### src/uss_pkg.sv
// package: register map, field positions, reset values and link constants for the sync slave serial port
package uss_pkg;
  // register byte addresses
  localparam logic [7:0] RX_STATUS_CONTROL_ADDR = 8'h00;
  localparam logic [7:0] TX_HOLDING_ADDR        = 8'h04;
  localparam logic [7:0] TX_STATUS_CONTROL_ADDR = 8'h08;
  localparam logic [7:0] BAUD_CONTROL_ADDR      = 8'h0c;
  localparam logic [7:0] BAUD_DIV_HIGH_ADDR     = 8'h10;
  localparam logic [7:0] BAUD_DIV_LOW_ADDR      = 8'h14;
  localparam logic [7:0] IRQ_FLAGS_ADDR         = 8'h18;
  localparam logic [7:0] IRQ_ENABLES_ADDR       = 8'h1c;
  localparam logic [7:0] IRQ_PRIORITY_ADDR      = 8'h20;
  localparam logic [7:0] RX_BUFFER_ADDR         = 8'h24;
  localparam logic [7:0] POWER_CONTROL_ADDR     = 8'h28;
  // rx_status_control fields
  localparam int RCS_SERIAL_PORT_ENABLE = 7;
  localparam int RCS_NINE_BIT_RX        = 6;
  localparam int RCS_SINGLE_RX_ENABLE   = 5;
  localparam int RCS_CONT_RX_ENABLE     = 4;
  localparam int RCS_ADDRESS_DETECT     = 3;
  localparam int RCS_FRAMING_ERROR      = 2;
  localparam int RCS_OVERRUN_ERROR      = 1;
  localparam int RCS_RX_NINTH_BIT       = 0;
  // tx_status_control fields
  localparam int TCS_CLOCK_SOURCE_SEL   = 7;
  localparam int TCS_NINE_BIT_TX        = 6;
  localparam int TCS_TRANSMIT_ENABLE    = 5;
  localparam int TCS_SYNC_MODE          = 4;
  localparam int TCS_SEND_BREAK         = 3;
  localparam int TCS_HIGH_BAUD          = 2;
  localparam int TCS_SHIFT_REG_EMPTY    = 1;
  localparam int TCS_TX_NINTH_BIT       = 0;
  // peripheral irq fields
  localparam int IRQ_RX_BIT             = 5;
  localparam int IRQ_TX_BIT             = 4;
  // power control fields: bit0 sleep, bit1 idle
  localparam int PWR_SLEEP              = 0;
  localparam int PWR_IDLE               = 1;
  // reset values
  localparam logic [7:0] RCS_RESET      = 8'h00;
  localparam logic [7:0] TCS_RESET      = 8'h02;
  localparam logic [7:0] BAUD_CTL_RESET = 8'h40;
  localparam logic [7:0] ZERO_RESET     = 8'h00;
  // mask of writable bits in baud_control (bit5 and bit2 unimplemented)
  localparam logic [7:0] BAUD_CTL_WMASK = 8'hdb;
  // holding-to-shift move takes one instruction cycle before the flag sets
  localparam int TCY_NS                 = 16;
  localparam int CLK_NS                 = 4;
  localparam int TCY_CYCLES             = (TCY_NS + CLK_NS - 1) / CLK_NS;
  localparam logic [3:0] TCY_COUNT      = 4'(TCY_CYCLES);
  // bit counter widths
  localparam logic [3:0] BITS8          = 4'h8;
  localparam logic [3:0] BITS9          = 4'h9;
  // axi responses
  localparam logic [1:0] RESP_OKAY      = 2'h0;
  localparam logic [1:0] RESP_SLVERR    = 2'h2;
  // transmit states, gray coded
  typedef enum logic [1:0] {
    TX_IDLE  = 2'b00,
    TX_SHIFT = 2'b01,
    TX_LAST  = 2'b11
  } uss_tx_e;
endpackage : uss_pkg

### src/uss_top.sv
// sync slave serial port: axi4-lite registers, shift registers and link sampling
//
// The placing of the registers and register access over AXI4-Lite were chosen for this implementation.
`timescale 1ns/10ps
module uss_top (
  input  wire logic        aclk,
  input  wire logic        aresetn,
  input  wire logic        clk_en,
  input  wire logic [7:0]  s_axi_awaddr,
  input  wire logic        s_axi_awvalid,
  output logic             s_axi_awready,
  input  wire logic [31:0] s_axi_wdata,
  input  wire logic [3:0]  s_axi_wstrb,
  input  wire logic        s_axi_wvalid,
  output logic             s_axi_wready,
  output logic [1:0]       s_axi_bresp,
  output logic             s_axi_bvalid,
  input  wire logic        s_axi_bready,
  input  wire logic [7:0]  s_axi_araddr,
  input  wire logic        s_axi_arvalid,
  output logic             s_axi_arready,
  output logic [31:0]      s_axi_rdata,
  output logic [1:0]       s_axi_rresp,
  output logic             s_axi_rvalid,
  input  wire logic        s_axi_rready,
  input  wire logic        shift_clock_pin_i,
  input  wire logic        data_pin_i,
  output logic             data_pin_o,
  output logic             data_pin_oe,
  output logic             shift_clock_pin_o,
  output logic             shift_clock_pin_oe,
  output logic             tx_irq,
  output logic             rx_irq,
  output logic             wake_o
);
  ////////////////////////////////////////////////////////////////////////////
  // state
  typedef struct packed {
    logic [1:0]    ck_sync;
    logic [1:0]    dt_sync;
    logic          ck_prev;
    logic [7:0]    rcs;
    logic [7:0]    tcs;
    logic [7:0]    baud_ctl;
    logic [7:0]    div_hi;
    logic [7:0]    div_lo;
    logic [7:0]    irq_en;
    logic [7:0]    irq_pri;
    logic [1:0]    pwr;
    logic [7:0]    tx_hold;
    logic          tx_hold_full;
    logic [8:0]    tx_shift_register;
    logic [3:0]    tx_cnt;
    uss_pkg::uss_tx_e tx_st;
    logic [3:0]    tcy_cnt;
    logic          tx_flag;
    logic [8:0]    rx_shift_register;
    logic [3:0]    rx_cnt;
    logic [7:0]    rx_buf;
    logic          rx_flag;
    logic          aw_got;
    logic          w_got;
    logic [7:0]    aw_addr;
    logic [31:0]   w_data;
    logic [3:0]    w_strb;
    logic          awready;
    logic          wready;
    logic          bvalid;
    logic [1:0]    bresp;
    logic          arready;
    logic          rvalid;
    logic [31:0]   rdata;
    logic [1:0]    rresp;
    logic          dt_o;
    logic          dt_oe;
    logic          tx_irq;
    logic          rx_irq;
    logic          wake;
  } uss_state_s;
  uss_state_s st_r;
  uss_state_s st_nxt;

  ////////////////////////////////////////////////////////////////////////////
  // next-state logic
  always_comb
  begin
    logic       slave_on;
    logic       ck_fall;
    logic       ck_rise;
    logic       wr_fire;
    logic       rd_fire;
    logic [7:0] wb;
    logic [3:0] txbits;
    logic [3:0] rxbits;
    logic       rx_done;
    st_nxt   = st_r;
    // slave when port on, sync mode, clock source clear
    slave_on = st_r.rcs[uss_pkg::RCS_SERIAL_PORT_ENABLE] & st_r.tcs[uss_pkg::TCS_SYNC_MODE]
               & ~st_r.tcs[uss_pkg::TCS_CLOCK_SOURCE_SEL];
    // external clock edges from the synchronised pin only
    st_nxt.ck_sync = {st_r.ck_sync[0], shift_clock_pin_i};
    st_nxt.dt_sync = {st_r.dt_sync[0], data_pin_i};
    st_nxt.ck_prev = st_r.ck_sync[1];
    ck_rise  = st_r.ck_sync[1] & ~st_r.ck_prev;
    ck_fall  = ~st_r.ck_sync[1] & st_r.ck_prev;
    txbits   = st_r.tcs[uss_pkg::TCS_NINE_BIT_TX] ? uss_pkg::BITS9 : uss_pkg::BITS8;
    rxbits   = st_r.rcs[uss_pkg::RCS_NINE_BIT_RX] ? uss_pkg::BITS9 : uss_pkg::BITS8;
    rx_done  = 1'b0;
    wb       = st_r.w_data[7:0];
    wr_fire  = st_r.aw_got & st_r.w_got & ~st_r.bvalid;
    rd_fire  = s_axi_arvalid & st_r.arready;

    // axi write channel: address and data taken in either order
    if (s_axi_awvalid && st_r.awready)
    begin
      st_nxt.aw_got  = 1'b1;
      st_nxt.aw_addr = s_axi_awaddr;
      st_nxt.awready = 1'b0;
    end
    if (s_axi_wvalid && st_r.wready)
    begin
      st_nxt.w_got  = 1'b1;
      st_nxt.w_data = s_axi_wdata;
      st_nxt.w_strb = s_axi_wstrb;
      st_nxt.wready = 1'b0;
    end
    if (st_r.bvalid && s_axi_bready)
    begin
      st_nxt.bvalid  = 1'b0;
      st_nxt.awready = 1'b1;
      st_nxt.wready  = 1'b1;
    end

    // transmit shifter; shifting runs regardless of power state
    case (st_r.tx_st)
      uss_pkg::TX_IDLE:
      begin
        if (st_r.tx_hold_full && slave_on && st_r.tcs[uss_pkg::TCS_TRANSMIT_ENABLE])
        begin
          // holding word moves to shifter at once
          st_nxt.tx_shift_register          = {st_r.tcs[uss_pkg::TCS_TX_NINTH_BIT], st_r.tx_hold};
          st_nxt.tx_hold_full = 1'b0;
          st_nxt.tx_cnt       = 4'h0;
          st_nxt.tcy_cnt      = uss_pkg::TCY_COUNT;
          st_nxt.tx_st        = uss_pkg::TX_SHIFT;
          st_nxt.dt_oe        = 1'b1;
          st_nxt.dt_o         = st_r.tx_hold[0];
        end
        else
          st_nxt.dt_oe = 1'b0;
      end
      uss_pkg::TX_SHIFT:
      begin
        // next bit presented on each falling edge of the master clock
        if (ck_fall)
        begin
          st_nxt.tx_shift_register    = {1'b0, st_r.tx_shift_register[8:1]};
          st_nxt.tx_cnt = st_r.tx_cnt + 4'h1;
          st_nxt.dt_o   = st_r.tx_shift_register[1];
          if (st_r.tx_cnt + 4'h1 == txbits)
            st_nxt.tx_st = uss_pkg::TX_LAST;
        end
      end
      uss_pkg::TX_LAST:
      begin
        // word fully out: reload a waiting word or release the pin
        st_nxt.tx_st = uss_pkg::TX_IDLE;
        st_nxt.dt_oe = st_r.tx_hold_full;
      end
      default: st_nxt.tx_st = uss_pkg::TX_IDLE;
    endcase
    if (!slave_on || !st_r.tcs[uss_pkg::TCS_TRANSMIT_ENABLE])
    begin
      st_nxt.tx_st = uss_pkg::TX_IDLE;
      st_nxt.dt_oe = 1'b0;
    end
    // tx flag sets one instruction cycle after the move
    if (st_r.tcy_cnt != 4'h0)
    begin
      st_nxt.tcy_cnt = st_r.tcy_cnt - 4'h1;
      if (st_r.tcy_cnt == 4'h1 && !st_r.tx_hold_full)
        st_nxt.tx_flag = 1'b1;
    end
    // shift-register-empty status mirrors the shifter, polled only
    st_nxt.tcs[uss_pkg::TCS_SHIFT_REG_EMPTY] = (st_nxt.tx_st == uss_pkg::TX_IDLE);

    // receiver: continuous receive only, single receive ignored
    if (slave_on && st_r.rcs[uss_pkg::RCS_CONT_RX_ENABLE] && st_r.tx_st == uss_pkg::TX_IDLE)
    begin
      if (ck_rise)
      begin
        // sampled bit enters at the top, so bit 0 ends lowest
        st_nxt.rx_shift_register    = {st_r.dt_sync[1], st_r.rx_shift_register[8:1]};
        st_nxt.rx_cnt = st_r.rx_cnt + 4'h1;
        if (st_r.rx_cnt + 4'h1 == rxbits)
        begin
          rx_done       = 1'b1;
          st_nxt.rx_cnt = 4'h0;
        end
      end
    end
    else
      st_nxt.rx_cnt = 4'h0;
    if (rx_done)
    begin
      // unread buffer means overrun; word is dropped
      if (st_r.rx_flag)
        st_nxt.rcs[uss_pkg::RCS_OVERRUN_ERROR] = 1'b1;
      else
      begin
        if (st_r.rcs[uss_pkg::RCS_NINE_BIT_RX])
        begin
          st_nxt.rx_buf                         = st_nxt.rx_shift_register[7:0];
          st_nxt.rcs[uss_pkg::RCS_RX_NINTH_BIT] = st_nxt.rx_shift_register[8];
        end
        else
          st_nxt.rx_buf = st_nxt.rx_shift_register[8:1];
        st_nxt.rx_flag = 1'b1;
      end
    end

    // register writes
    if (wr_fire)
    begin
      st_nxt.aw_got = 1'b0;
      st_nxt.w_got  = 1'b0;
      st_nxt.bvalid = 1'b1;
      st_nxt.bresp  = uss_pkg::RESP_OKAY;
      if (st_r.w_strb[0])
        case (st_r.aw_addr)
          uss_pkg::RX_STATUS_CONTROL_ADDR:
          begin
            st_nxt.rcs[7:3] = wb[7:3];
            // dropping continuous receive clears latched errors; an overrun in the same cycle wins
            if (!wb[uss_pkg::RCS_CONT_RX_ENABLE])
            begin
              st_nxt.rcs[uss_pkg::RCS_OVERRUN_ERROR] = rx_done & st_r.rx_flag;
              st_nxt.rcs[uss_pkg::RCS_FRAMING_ERROR] = 1'b0;
            end
          end
          uss_pkg::TX_HOLDING_ADDR:
          begin
            st_nxt.tx_hold      = wb;
            st_nxt.tx_hold_full = 1'b1;
            st_nxt.tx_flag      = 1'b0;
          end
          uss_pkg::TX_STATUS_CONTROL_ADDR:
          begin
            st_nxt.tcs[7:2] = wb[7:2];
            st_nxt.tcs[0]   = wb[0];
          end
          uss_pkg::BAUD_CONTROL_ADDR:  st_nxt.baud_ctl = (wb & uss_pkg::BAUD_CTL_WMASK) | uss_pkg::BAUD_CTL_RESET;
          uss_pkg::BAUD_DIV_HIGH_ADDR: st_nxt.div_hi   = wb;
          uss_pkg::BAUD_DIV_LOW_ADDR:  st_nxt.div_lo   = wb;
          uss_pkg::IRQ_ENABLES_ADDR:   st_nxt.irq_en   = wb;
          uss_pkg::IRQ_PRIORITY_ADDR:  st_nxt.irq_pri  = wb;
          uss_pkg::POWER_CONTROL_ADDR: st_nxt.pwr      = wb[1:0];
          uss_pkg::IRQ_FLAGS_ADDR,
          uss_pkg::RX_BUFFER_ADDR:     st_nxt.bresp    = uss_pkg::RESP_OKAY;
          default:                     st_nxt.bresp    = uss_pkg::RESP_SLVERR;
        endcase
    end

    // register reads
    if (st_r.rvalid && s_axi_rready)
    begin
      st_nxt.rvalid  = 1'b0;
      st_nxt.arready = 1'b1;
    end
    if (rd_fire)
    begin
      st_nxt.arready = 1'b0;
      st_nxt.rvalid  = 1'b1;
      st_nxt.rresp   = uss_pkg::RESP_OKAY;
      st_nxt.rdata   = 32'h0;
      case (s_axi_araddr)
        uss_pkg::RX_STATUS_CONTROL_ADDR: st_nxt.rdata[7:0] = st_r.rcs;
        uss_pkg::TX_STATUS_CONTROL_ADDR: st_nxt.rdata[7:0] = st_r.tcs;
        uss_pkg::BAUD_CONTROL_ADDR:      st_nxt.rdata[7:0] = st_r.baud_ctl;
        uss_pkg::BAUD_DIV_HIGH_ADDR:     st_nxt.rdata[7:0] = st_r.div_hi;
        uss_pkg::BAUD_DIV_LOW_ADDR:      st_nxt.rdata[7:0] = st_r.div_lo;
        uss_pkg::IRQ_FLAGS_ADDR:
        begin
          st_nxt.rdata[uss_pkg::IRQ_RX_BIT] = st_r.rx_flag;
          st_nxt.rdata[uss_pkg::IRQ_TX_BIT] = st_r.tx_flag;
        end
        uss_pkg::IRQ_ENABLES_ADDR:       st_nxt.rdata[7:0] = st_r.irq_en;
        uss_pkg::IRQ_PRIORITY_ADDR:      st_nxt.rdata[7:0] = st_r.irq_pri;
        uss_pkg::POWER_CONTROL_ADDR:     st_nxt.rdata[1:0] = st_r.pwr;
        uss_pkg::TX_HOLDING_ADDR:        st_nxt.rdata      = 32'h0;
        uss_pkg::RX_BUFFER_ADDR:
        begin
          // reading the buffer consumes the word; a new arrival wins
          st_nxt.rdata[7:0] = st_r.rx_buf;
          if (!rx_done)
            st_nxt.rx_flag = 1'b0;
        end
        default:                         st_nxt.rresp      = uss_pkg::RESP_SLVERR;
      endcase
    end

    // interrupt outputs gated by enables; any one wakes the core
    st_nxt.tx_irq = st_nxt.tx_flag & st_nxt.irq_en[uss_pkg::IRQ_TX_BIT];
    st_nxt.rx_irq = st_nxt.rx_flag & st_nxt.irq_en[uss_pkg::IRQ_RX_BIT];
    st_nxt.wake   = (st_nxt.tx_irq | st_nxt.rx_irq) & (st_r.pwr != 2'h0);
  end

  ////////////////////////////////////////////////////////////////////////////
  // state register
  always_ff @(posedge aclk)
  begin
    if (!aresetn)
    begin
      st_r          <= '0;
      st_r.rcs      <= uss_pkg::RCS_RESET;
      st_r.tcs      <= uss_pkg::TCS_RESET;
      st_r.baud_ctl <= uss_pkg::BAUD_CTL_RESET;
      st_r.tx_st    <= uss_pkg::TX_IDLE;
      st_r.tx_flag  <= 1'b1;
      st_r.awready  <= 1'b1;
      st_r.wready   <= 1'b1;
      st_r.arready  <= 1'b1;
    end
    else if (clk_en)
      st_r <= st_nxt;
  end

  ////////////////////////////////////////////////////////////////////////////
  // outputs straight from flip-flops; shift clock never driven
  assign s_axi_awready      = st_r.awready;
  assign s_axi_wready       = st_r.wready;
  assign s_axi_bvalid       = st_r.bvalid;
  assign s_axi_bresp        = st_r.bresp;
  assign s_axi_arready      = st_r.arready;
  assign s_axi_rvalid       = st_r.rvalid;
  assign s_axi_rdata        = st_r.rdata;
  assign s_axi_rresp        = st_r.rresp;
  assign data_pin_o         = st_r.dt_o;
  assign data_pin_oe        = st_r.dt_oe;
  assign shift_clock_pin_o  = st_r.ck_prev & 1'b0;
  assign shift_clock_pin_oe = st_r.ck_prev & 1'b0;
  assign tx_irq             = st_r.tx_irq;
  assign rx_irq             = st_r.rx_irq;
  assign wake_o             = st_r.wake;
endmodule : uss_top

### config.mk
export PLATFORM = sky130hd
export DESIGN_NAME = uss_top
export DESIGN_NICKNAME = d
export VERILOG_FILES = /design/src/uss_pkg.sv /design/src/uss_top.sv
export SDC_FILE = /design/constraint.sdc
export NUM_CORES = 1
export LEC_CHECK = 0
export ABC_CLOCK_PERIOD_IN_PS = 2400
export BUFFER_PORTS_ARGS = -buffer_cell sky130_fd_sc_hd__buf_2
export CAP_MARGIN = 30
export CORE_MARGIN = 2
export CORE_UTILIZATION = 40
export DETAILED_ROUTE_END_ITERATION = 6
export GPL_ROUTABILITY_DRIVEN = 0
export GPL_TIMING_DRIVEN = 0
export HOLD_SLACK_MARGIN = 0.02
export PLACE_DENSITY_LB_ADDON = 0.2
export SETUP_SLACK_MARGIN = 0.1
export SYNTH_ARGS = -nofsm -noshare
export SYNTH_HDL_FRONTEND = slang
export SYNTH_SLANG_ARGS = --single-unit
### constraint.sdc
create_clock -name aclk -period 2.4 [get_ports aclk]
set_input_delay 0 -clock aclk [delete_from_list [all_inputs] [get_ports aclk]]
set_output_delay 0 -clock aclk [all_outputs]
set_load 0.01 [all_outputs]
==> impl_metrics.ini, run 1 <==
[worst_setup_path]
critPathKind = reg -> reg
cp_data_required_time_ns = 2.72
critPathMaxFanout = 8
crit_buf_inv = 2
endpoint_kind = flip-flop
cpMostUsedCell = clkbuf_1
cp_cell_sequence = and4b_1, clkbuf_1, and3_1, clkbuf_1, nand2_1, mux2i_1, nor2b_1
slowest_stage = nand2_1
cp.arrival_ns = 2.47
start_kind = flip-flop
critPathTopFamily = simple AND/OR/NAND/NOR gates
max_stage_delay_ns = 0.41

[grt]
met1_usage_pct = 29.24
gr-usage-met2_pct = 34.06
grt-busiest-layer = met2
grt.met3_usage_pct = 4.542
antenna_found_initial = 0
grt_overflow = 0
grt_max_degree = 17
grt_pass1_wl_mm = 32.31
first_global_vias = 5825
grt_use_total_pct = 21.33

[layout]
final_core_util_pct = 49.35
fin_cells = 1180
drive_gt1_share_pct = 17.35
syn_to_final_growth_pct = 20.70
antenna_cells = 0
fin_nets = 1004
nFillCells = 1776

[place]
dp_cells = 1123
io_buffer_count = 52
hpwl_mm = 14.81

[timing]
tightest_slew_ns = 0.7633
fin_crit_ns = 2.150
worst_clock_skew_ns = 0.008138
finalCritPeriodShare_pct = 89.57
finalSetupTns_ns = 0
clock.fmax_mhz = 465.2
slew_headroom_pct = 49.00
finalSetupViolCount = 0
drv_slew = 0
rsz0062_at_grt = false
hold_viol_final = 0

[logic_synthesis]
yosysWarnings = 0
synth-compound-area-share_pct = 16.61
yosys.area_share.simple_pct = 22.64
synth_cell_types = 72
netlist_area_mm2 = 0.007345
synth_top_cell_by_area = dfxtp_1
synth_top_area_share_pct = 40.34
synth_xor_area_share_pct = 0.8348
synth-seq-cells = 148
netlist_instances = 815
synth_area_per_cell_um2 = 9.012
synthMuxAreaShare_pct = 11.28
synth_top_flop_cell = dfxtp_1
post-synth-top-count-cell = dfxtp_1
synth_area_leaders = dfxtp_1 (40%), mux2i_1 (9.1%), nor2b_1 (5.9%)
synth_edf_count = 0
ys_async_sr_fraction_pct = 0
synth_common_cells = dfxtp_1 (148), nand2_1 (104), nor2b_1 (69), mux2i_1 (67), a21boi_0 (42)
seq_area_frac_synth_pct = 40.34
synth_top_family_by_area = simple AND/OR/NAND/NOR gates
synth_fa_ha_area_share_pct = 0.3407

[floorplan]
die_x_um = 139.5
dieArea_mm2 = 0.01946
start_util_pct = 40.89
num_rows = 49
num_io_pins = 110
core_area_mm2 = 0.01796
die_y_um = 139.5

[pwr]
clock_power_share_pct = 48.3
p_sw_share_pct = 23.02
vdd_ir_drop_max_uv = 531.9
leakagePower_nw = 3.812
power.density_mw_per_mm2 = 638.9
pwr-share-comb_pct = 7.4
power_frac_seq_pct = 44.3
power_switching_mw = 1.304
power.internal_mw = 4.360

[clocking]
clkSinkCount = 148
clockBufferDepth = 2
clkSlewWorstSetupHoldPaths_ns = 0.06
cts_root_buffer = clkbuf_16
insertion_delay_ns = 0.43
cts_buffers = 17
cts_tree = done
htreeDepth = 4

[route]
ant_nets = 0
drc = 0
drt-initial-drc-count = 443
routed_wl_mm = 20.48
vias = 6194
detail_route.vias_per_cell = 5.249
wl_per_cell_um = 17.36
drt_first_pass_iters = 5

[hold_path]
hp-class = in -> reg

[status]
status = finished, final reports clean

[job]
maxCapViolations = 0
power groups by stage:
stage | clock network [mW] | logic, mW | registers [mW]
after floorplan | 0 | 0.244 | 2.56
after CTS | 2.77 | 0.408 | 2.51
after global placement | 0 | 0.375 | 2.56
final | 2.74 | 0.417 | 2.51
after detailed placement | 0 | 0.374 | 2.56
after global routing | 2.87 | 0.453 | 2.51
tightest hold or removal path: cells and delay by family:
| family | cells | cell delay, ns |
|---|---|---|
| AND/OR/NAND/NOR | 1 | 0.11 |
| buffers and inverters | 1 | 0.15 |
| AO/OA/AOI/OAI | 1 | 0.21 |
state kept, by name (all words and copies together) (netlist names):
register and cells:
st_r 125, s_axi_rdata 8, st_nxt 3, data_pin_o 1
data_pin_oe 1, rx_irq 1, s_axi_arready 1, s_axi_awready 1
s_axi_bresp 1, s_axi_bvalid 1, s_axi_rresp 1, s_axi_rvalid 1
s_axi_wready 1, tx_irq 1, wake_o 1
final cells by class:
class,count,area (um2),area share (%)
Clock inverter,9,128.9,1.454
Tap cell,229,286.5,3.232
Inverter,10,37.54,0.4234
Clock buffer,21,470.5,5.307
Timing Repair Buffer,79,525.5,5.928
Multi-Input combinational cell,592,3908,44.08
Sequential cell,148,2963,33.42
Buffer,92,545.5,6.154
worst paths after layout:
path                               start                          end  slack [ns]  cells after the start
min                      s_axi_araddr[6]  s_axi_rresp[1]$_SDFFE_PN0P_        0.09                      3
max            s_axi_bvalid$_SDFFE_PN0P_       st_r[163]$_SDFFE_PN0P_        0.25                      7
min reg2reg  s_axi_rdata[2]$_SDFFE_PN0P_  s_axi_rdata[2]$_SDFFE_PN0P_        0.46                      2
max reg2reg    s_axi_bvalid$_SDFFE_PN0P_       st_r[163]$_SDFFE_PN0P_        0.25                      7
cell usage in the layout, fill, tap and decap left out, types with 9 or more instances in the layout:
cell type / count
nand2_1: 104
nor2b_1: 69
buf_1: 9
inv_1: 10
clkbuf_16: 17
a22oi_1: 18
a21boi_0: 42
a21oi_1: 16
buf_2: 56
o21ai_0: 28
a31oi_1: 13
nor2_1: 20
mux2_2: 14
conb_1: 28
mux2i_1: 67
dlygate4sd3_1: 25
nand3_1: 33
clkbuf_1: 34
dfxtp_1: 148
buf_4: 41
and3_1: 10
cells by family after synthesis:
logic type | count (synthesis)
AO/OA/AOI/OAI | 171
adder cells (fa/ha/maj) | 2
multiplexers | 81
buffers and inverters | 102
other | 1
flip-flops | 148
XOR/XNOR | 7
AND/OR/NAND/NOR | 303
through the flow:
step           hold slack, ns  power [mW]  setup slack [ns]  area, um2
3_3_place_gp           0.2566       2.938            0.2043       7993
3_5_place_dp           0.2617       2.938            0.2026       7993
5_1_grt               0.09264       5.837            0.1206       8865
2_1_floorplan          0.1449       2.800            0.5664       7446
4_1_cts               0.05789       5.688            0.1776       8842
6_report              0.08631       5.664            0.2503       8865
timing repair:
action                                  4_1_cts  5_1_grt
buffers inserted                              0        2
endpoints found under the setup margin        0       24
resized for setup                             0        5
endpoints found under the hold margin        24        0
hold buffers                                 25        0
routing by layer:
metal,up-vias,routed length [um]
li1,3070,-
met1,2935,9769
met2,166,9396
met3,23,1007
met4,0,306
met5,-,0
No activity file was read; power rests on OpenSTA's default activity.
==> run 2, diff against run 1 <==
--- a/config.mk
+++ b/config.mk
@@ -9,7 +9,7 @@
 export BUFFER_PORTS_ARGS = -buffer_cell sky130_fd_sc_hd__buf_2
 export CAP_MARGIN = 30
 export CORE_MARGIN = 2
-export CORE_UTILIZATION = 40
+export CORE_UTILIZATION = 30
 export DETAILED_ROUTE_END_ITERATION = 6
 export GPL_ROUTABILITY_DRIVEN = 0
 export GPL_TIMING_DRIVEN = 0
==> run 2 against run 1 <==
Net effect: the flow now finishes with violations (DRC); first-iteration DRC count fell by 8.6%; via count fell by 1.2%; global-route usage fell by 4.2 points; sequential cell count did not move; cell count rose by 8.0%; register-to-register slack got worse by 0.02 ns; largest power group unchanged.
==> impl_metrics.ini, run 2 (synthesized netlist as in run 1, its figures left out) <==
[place]
hpwl_mm = 15.73
io_buffer_count = 52
place_ws_ns = 0.1532

[worst_setup_path]
start_kind = flip-flop
critPathMaxFanout = 10
worstSetupEndpoint = st_r[99]$_SDFFE_PN0P_
cp_cell_sequence = ha_1, xor2_1, nor3_1, and4b_1, buf_6, buf_12, o21ai_1, a31oi_1
crit_cells = 8
crit_start = st_r[101]$_SDFFE_PN0P_
max_stage_delay_ns = 0.53
endpoint_kind = flip-flop
critPathTopFamily = simple AND/OR/NAND/NOR gates
cp_data_required_time_ns = 2.74
critPathKind = reg -> reg
cp.arrival_ns = 2.52
r2r_end = st_r[99]$_SDFFE_PN0P_
slowest_stage = nor3_1
crit_buf_inv = 2
r2r-start = st_r[101]$_SDFFE_PN0P_
ff2ff_path_depth = 8
r2r_slack_ns = 0.23

[route]
vias = 6118
detail_route.vias_per_cell = 4.802
wl_per_cell_um = 17.01
routed_wl_mm = 21.67
drt-initial-drc-count = 405
ant_nets = 0
drt_first_pass_iters = 7
drc = 2

[timing]
holdWs_ns = 0.05292
finalCritPeriodShare_pct = 90.58
clock.fmax_mhz = 460.0
tightest_slew_ns = 0.7896
hold_viol_final = 0
finalSetupViolCount = 0
drv_slew = 0
fin_ws_ns = 0.2261
rsz0062_at_grt = true
worst_clock_skew_ns = 0.008777
finalSetupTns_ns = 0
slew_headroom_pct = 46.62
fin_crit_ns = 2.174

[layout]
antenna_cells = 0
final_cell_mix = dfxtp_1 (148), nand2_1 (103), nor2b_1 (69)
final_common_cell = dfxtp_1
final_core_util_pct = 37.24
largest_register_ffs = 125
top_register = st_r
fin_nets = 1002
nFillCells = 2521
drive_gt1_share_pct = 17.05
syn_to_final_growth_pct = 22.59

[clocking]
clkSlewWorstSetupHoldPaths_ns = 0.06
clockBufferDepth = 2
insertion_delay_ns = 0.42
htreeDepth = 4
cts_buffers = 17
cts_tree = done
cts_root_buffer = clkbuf_16
clkSinkCount = 148
post-cts-setup-buffers = 0

[floorplan]
start_util_pct = 30.38
die_y_um = 160.5
num_rows = 57
num_io_pins = 110
core_area_mm2 = 0.02418
dieArea_mm2 = 0.02575
die_x_um = 160.5

[job]
maxCapViolations = 0

[grt]
antenna_found_initial = 0
first_global_vias = 5672
grt_pass1_wl_mm = 33.66
grt_max_degree = 17
grt_overflow = 0
grt_use_total_pct = 17.11

[status]
status = finished, violations left
violations = DRC

[hold_path]
hp-class = in -> reg

[pwr]
vdd_ir_drop_max_uv = 442.6
leakagePower_nw = 3.805
power.density_mw_per_mm2 = 649.3
## run 2: power breakdown
group	switching (mW)	internal, mW
combinational	0.246	0.171
clock	1.05	1.87
sequential	0.0254	2.48
## run 2: per-layer routing
layer	track usage, %	vias to the layer above	part of all wire (%)
met5	0	-	0
met3	2.970	18	3.8
met2	26.02	136	44
met1	24.66	2891	51
met4	5.324	0	1.7
li1	-	3073	-
## run 2: area by class of cell
class	count	area, um2	area share [%]
well taps	324	405.4	4.503
repair buffers	77	510.5	5.670
plain buffers	92	545.5	6.059
clock inverters	9	177.7	1.973
clock buffers	22	454.2	5.044
multi-input cells	592	3910	43.43
inverters	10	37.54	0.4169
flip-flops and latches	148	2963	32.91
## run 2: tightest hold or removal path, cell delays in order
cell     delay [ns]
buf_2          0.15
nor3_1         0.12
a31oi_1        0.16
## run 2: what timing repair did
| action | CTS | global route |
|---|---|---|
| hold endpoints to repair | 24 | 0 |
| hold buffers | 25 | 0 |
| setup endpoints to repair | 0 | 27 |
| gates resized for setup | 0 | 6 |
## run 2: worst min-delay path by stage
stage,endpoint,cells past startpoint,slack (ns),startpoint
after detailed placement,st_r[83]$_SDFFE_PN0P_,3,0.26,s_axi_awaddr[1]
after CTS,s_axi_rresp[1]$_SDFFE_PN0P_,3,0.03,s_axi_araddr[7]
after global routing,s_axi_rresp[1]$_SDFFE_PN0P_,3,0.09,s_axi_araddr[7]
final,s_axi_rresp[1]$_SDFFE_PN0P_,3,0.05,s_axi_araddr[6]
after global placement,st_r[83]$_SDFFE_PN0P_,3,0.26,s_axi_awaddr[1]
after floorplan,st_r[46]$_SDFFE_PN0P_,2,0.14,s_axi_wstrb[0]
## run 2: per-stage QoR
| step | cell area [um2] | cells | power, mW |
|---|---|---|---|
| finish | 9004 | 1274 | 5.846 |
| detailed placement | 8112 | 1218 | 2.946 |
| CTS | 8994 | 1274 | 5.897 |
| floorplan | 7446 | 842 | 2.800 |
| global placement | 8112 | 1218 | 2.946 |
| global route | 9004 | 1274 | 6.056 |
==> run 3, diff against run 2 <==
--- a/config.mk
+++ b/config.mk
@@ -5,9 +5,11 @@
 export SDC_FILE = /design/constraint.sdc
 export NUM_CORES = 1
 export LEC_CHECK = 0
-export ABC_CLOCK_PERIOD_IN_PS = 2400
+export ABC_CLOCK_PERIOD_IN_PS = 2150
 export BUFFER_PORTS_ARGS = -buffer_cell sky130_fd_sc_hd__buf_2
 export CAP_MARGIN = 30
+export CELL_PAD_IN_SITES_DETAIL_PLACEMENT = 0
+export CELL_PAD_IN_SITES_GLOBAL_PLACEMENT = 1
 export CORE_MARGIN = 2
 export CORE_UTILIZATION = 30
 export DETAILED_ROUTE_END_ITERATION = 6
==> constraint.sdc (replaced) <==
create_clock -name aclk -period 2.15 [get_ports aclk]
set_input_delay 0 -clock aclk [delete_from_list [all_inputs] [get_ports aclk]]
set_output_delay 0 -clock aclk [all_outputs]
set_load 0.01 [all_outputs]
==> run 3 against run 2 <==
Net effect: the flow now finishes without violations; global-route usage is 0.63 points higher; first-iteration DRC count is 6.2% lower; register-to-register slack worse by 0.07 ns; clock skew is 0.0010 ns lower; routed wire length is 4.4% higher; non-clock buffer count is 3 higher; clock power is 14% higher; via count is 1.4% higher; sequential share of layout area is 0.31 points lower; cell area is 0.96% higher; cell count is 0.31% higher; power is 13% higher.
==> impl_metrics.ini, run 3 (synthesized netlist as in run 1, its figures left out) <==
[worst_setup_path]
critPathKind = reg -> reg
critPathTopFamily = compound AO/OA/AOI/OAI gates
crit_start = st_r[101]$_SDFFE_PN0P_
slowest_stage = a31oi_1
start_kind = flip-flop
crit_buf_inv = 0
endpoint_kind = flip-flop
critPathMaxFanout = 6
cp_data_required_time_ns = 2.47
cp_cell_sequence = ha_2, xor2_1, nor3_2, a31oi_1, nor2_1, o311a_1
r2r-start = st_r[101]$_SDFFE_PN0P_
cp.arrival_ns = 2.31
max_stage_delay_ns = 0.45

[timing]
finalSetupViolCount = 0
finalSetupTns_ns = 0
hold_viol_final = 0
clock.fmax_mhz = 501.3
rsz0062_at_grt = true
fin_crit_ns = 1.995
slew_headroom_pct = 46.05
worst_clock_skew_ns = 0.007750
tightest_slew_ns = 0.8018
drv_slew = 0
finalCritPeriodShare_pct = 92.78

[pwr]
leakagePower_nw = 3.867
power.density_mw_per_mm2 = 727.3
vdd_ir_drop_max_uv = 488.6

[clocking]
clockBufferDepth = 2
clkSinkCount = 148
cts_root_buffer = clkbuf_16
htreeDepth = 4
clkSlewWorstSetupHoldPaths_ns = 0.06
insertion_delay_ns = 0.43
cts_buffers = 17
cts_tree = done

[layout]
largest_register_ffs = 125
multi_input_area_mm2 = 0.003955
fin_nets = 1005
nFillCells = 2517
final_core_util_pct = 37.60
top_register = st_r
antenna_cells = 0
final_common_cell = dfxtp_1
drive_gt1_share_pct = 18.87
final_cell_mix = dfxtp_1 (148), nand2_1 (100), nor2b_1 (69)
regArea_mm2 = 0.002963
syn_to_final_growth_pct = 23.76

[grt]
grt_overflow = 0
grt_pass1_wl_mm = 34.80
grt_max_degree = 17
antenna_found_initial = 0
grt_use_total_pct = 17.74
first_global_vias = 5766

[hold_path]
hp-class = in -> reg
min-delay-start = s_axi_araddr[6]

[route]
detail_route.vias_per_cell = 4.852
routed_wl_mm = 22.62
vias = 6201
drt_first_pass_iters = 5
drt-initial-drc-count = 380
ant_nets = 0
drc = 0
wl_per_cell_um = 17.70

[floorplan]
dieArea_mm2 = 0.02575
num_io_pins = 110
core_area_mm2 = 0.02418
start_util_pct = 30.38
die_x_um = 160.5
die_y_um = 160.5
num_rows = 57

[place]
io_buffer_count = 52
hpwl_mm = 16.47

[job]
maxCapViolations = 0

[status]
status = finished, final reports clean
-- run 3: what timing repair did --
item                                    in CTS  in global routing
resized for setup                            3                 17
pin swaps                                    1                  4
hold buffers                                25                  0
hold endpoints to repair                    24                  0
setup buffers                                2                  1
endpoints found under the setup margin      57                 66
-- run 3: final cells by class --
| class | instances | area share [%] |
|---|---|---|
| multi-input combinational | 592 | 43.51 |
| tap | 324 | 4.460 |
| clock inverter | 13 | 2.257 |
| sequential | 148 | 32.59 |
| inverter | 10 | 0.4129 |
| timing repair buffer | 80 | 5.864 |
| buffer | 92 | 6.029 |
| clock buffer | 19 | 4.873 |
-- run 3: routing by layer --
metal  track usage, %  up-vias  wire length [um]
li1                 -     3081                 -
met1            24.51     2970             11230
met3            2.738       29               651
met4            5.733        0               435
met2            28.41      121             10310
met5                0        -                 0
-- run 3: final timing paths --
kind	end	slack [ns]	cells past startpoint
max	wake_o$_SDFFE_PN0P_	0.16	6
min reg2reg	s_axi_rdata[3]$_SDFFE_PN0P_	0.45	2
max reg2reg	wake_o$_SDFFE_PN0P_	0.16	6
min	s_axi_rresp[1]$_SDFFE_PN0P_	0.05	3
-- run 3: power breakdown --
part           internal, mW  total [mW]  switching, mW  leakage [nW]
Sequential             2.77        2.80         0.0298          1.20
Clock                  2.09        3.33           1.24         0.309
Combinational         0.196       0.479          0.283          2.36
Total                  5.06        6.61           1.56          3.87
-- run 3: through the flow --
stage	area, um2	hold slack (ns)	cells	setup WS, ns	power (mW)
final	9090	0.04786	1278	0.1552	6.612
after floorplan	7446	0.1449	842	0.3164	3.126
after global routing	9090	0.06522	1278	0.007910	6.828
after CTS	9036	0.03755	1277	-0.04576	6.659
after detailed placement	8112	0.2603	1218	-0.1679	3.300
after global placement	8112	0.2601	1218	-0.1880	3.302
-- run 3: tightest hold or removal path, stage by stage --
cell and delay (ns):
buf_2 0.15, nor3_1 0.12, a31oi_1 0.17
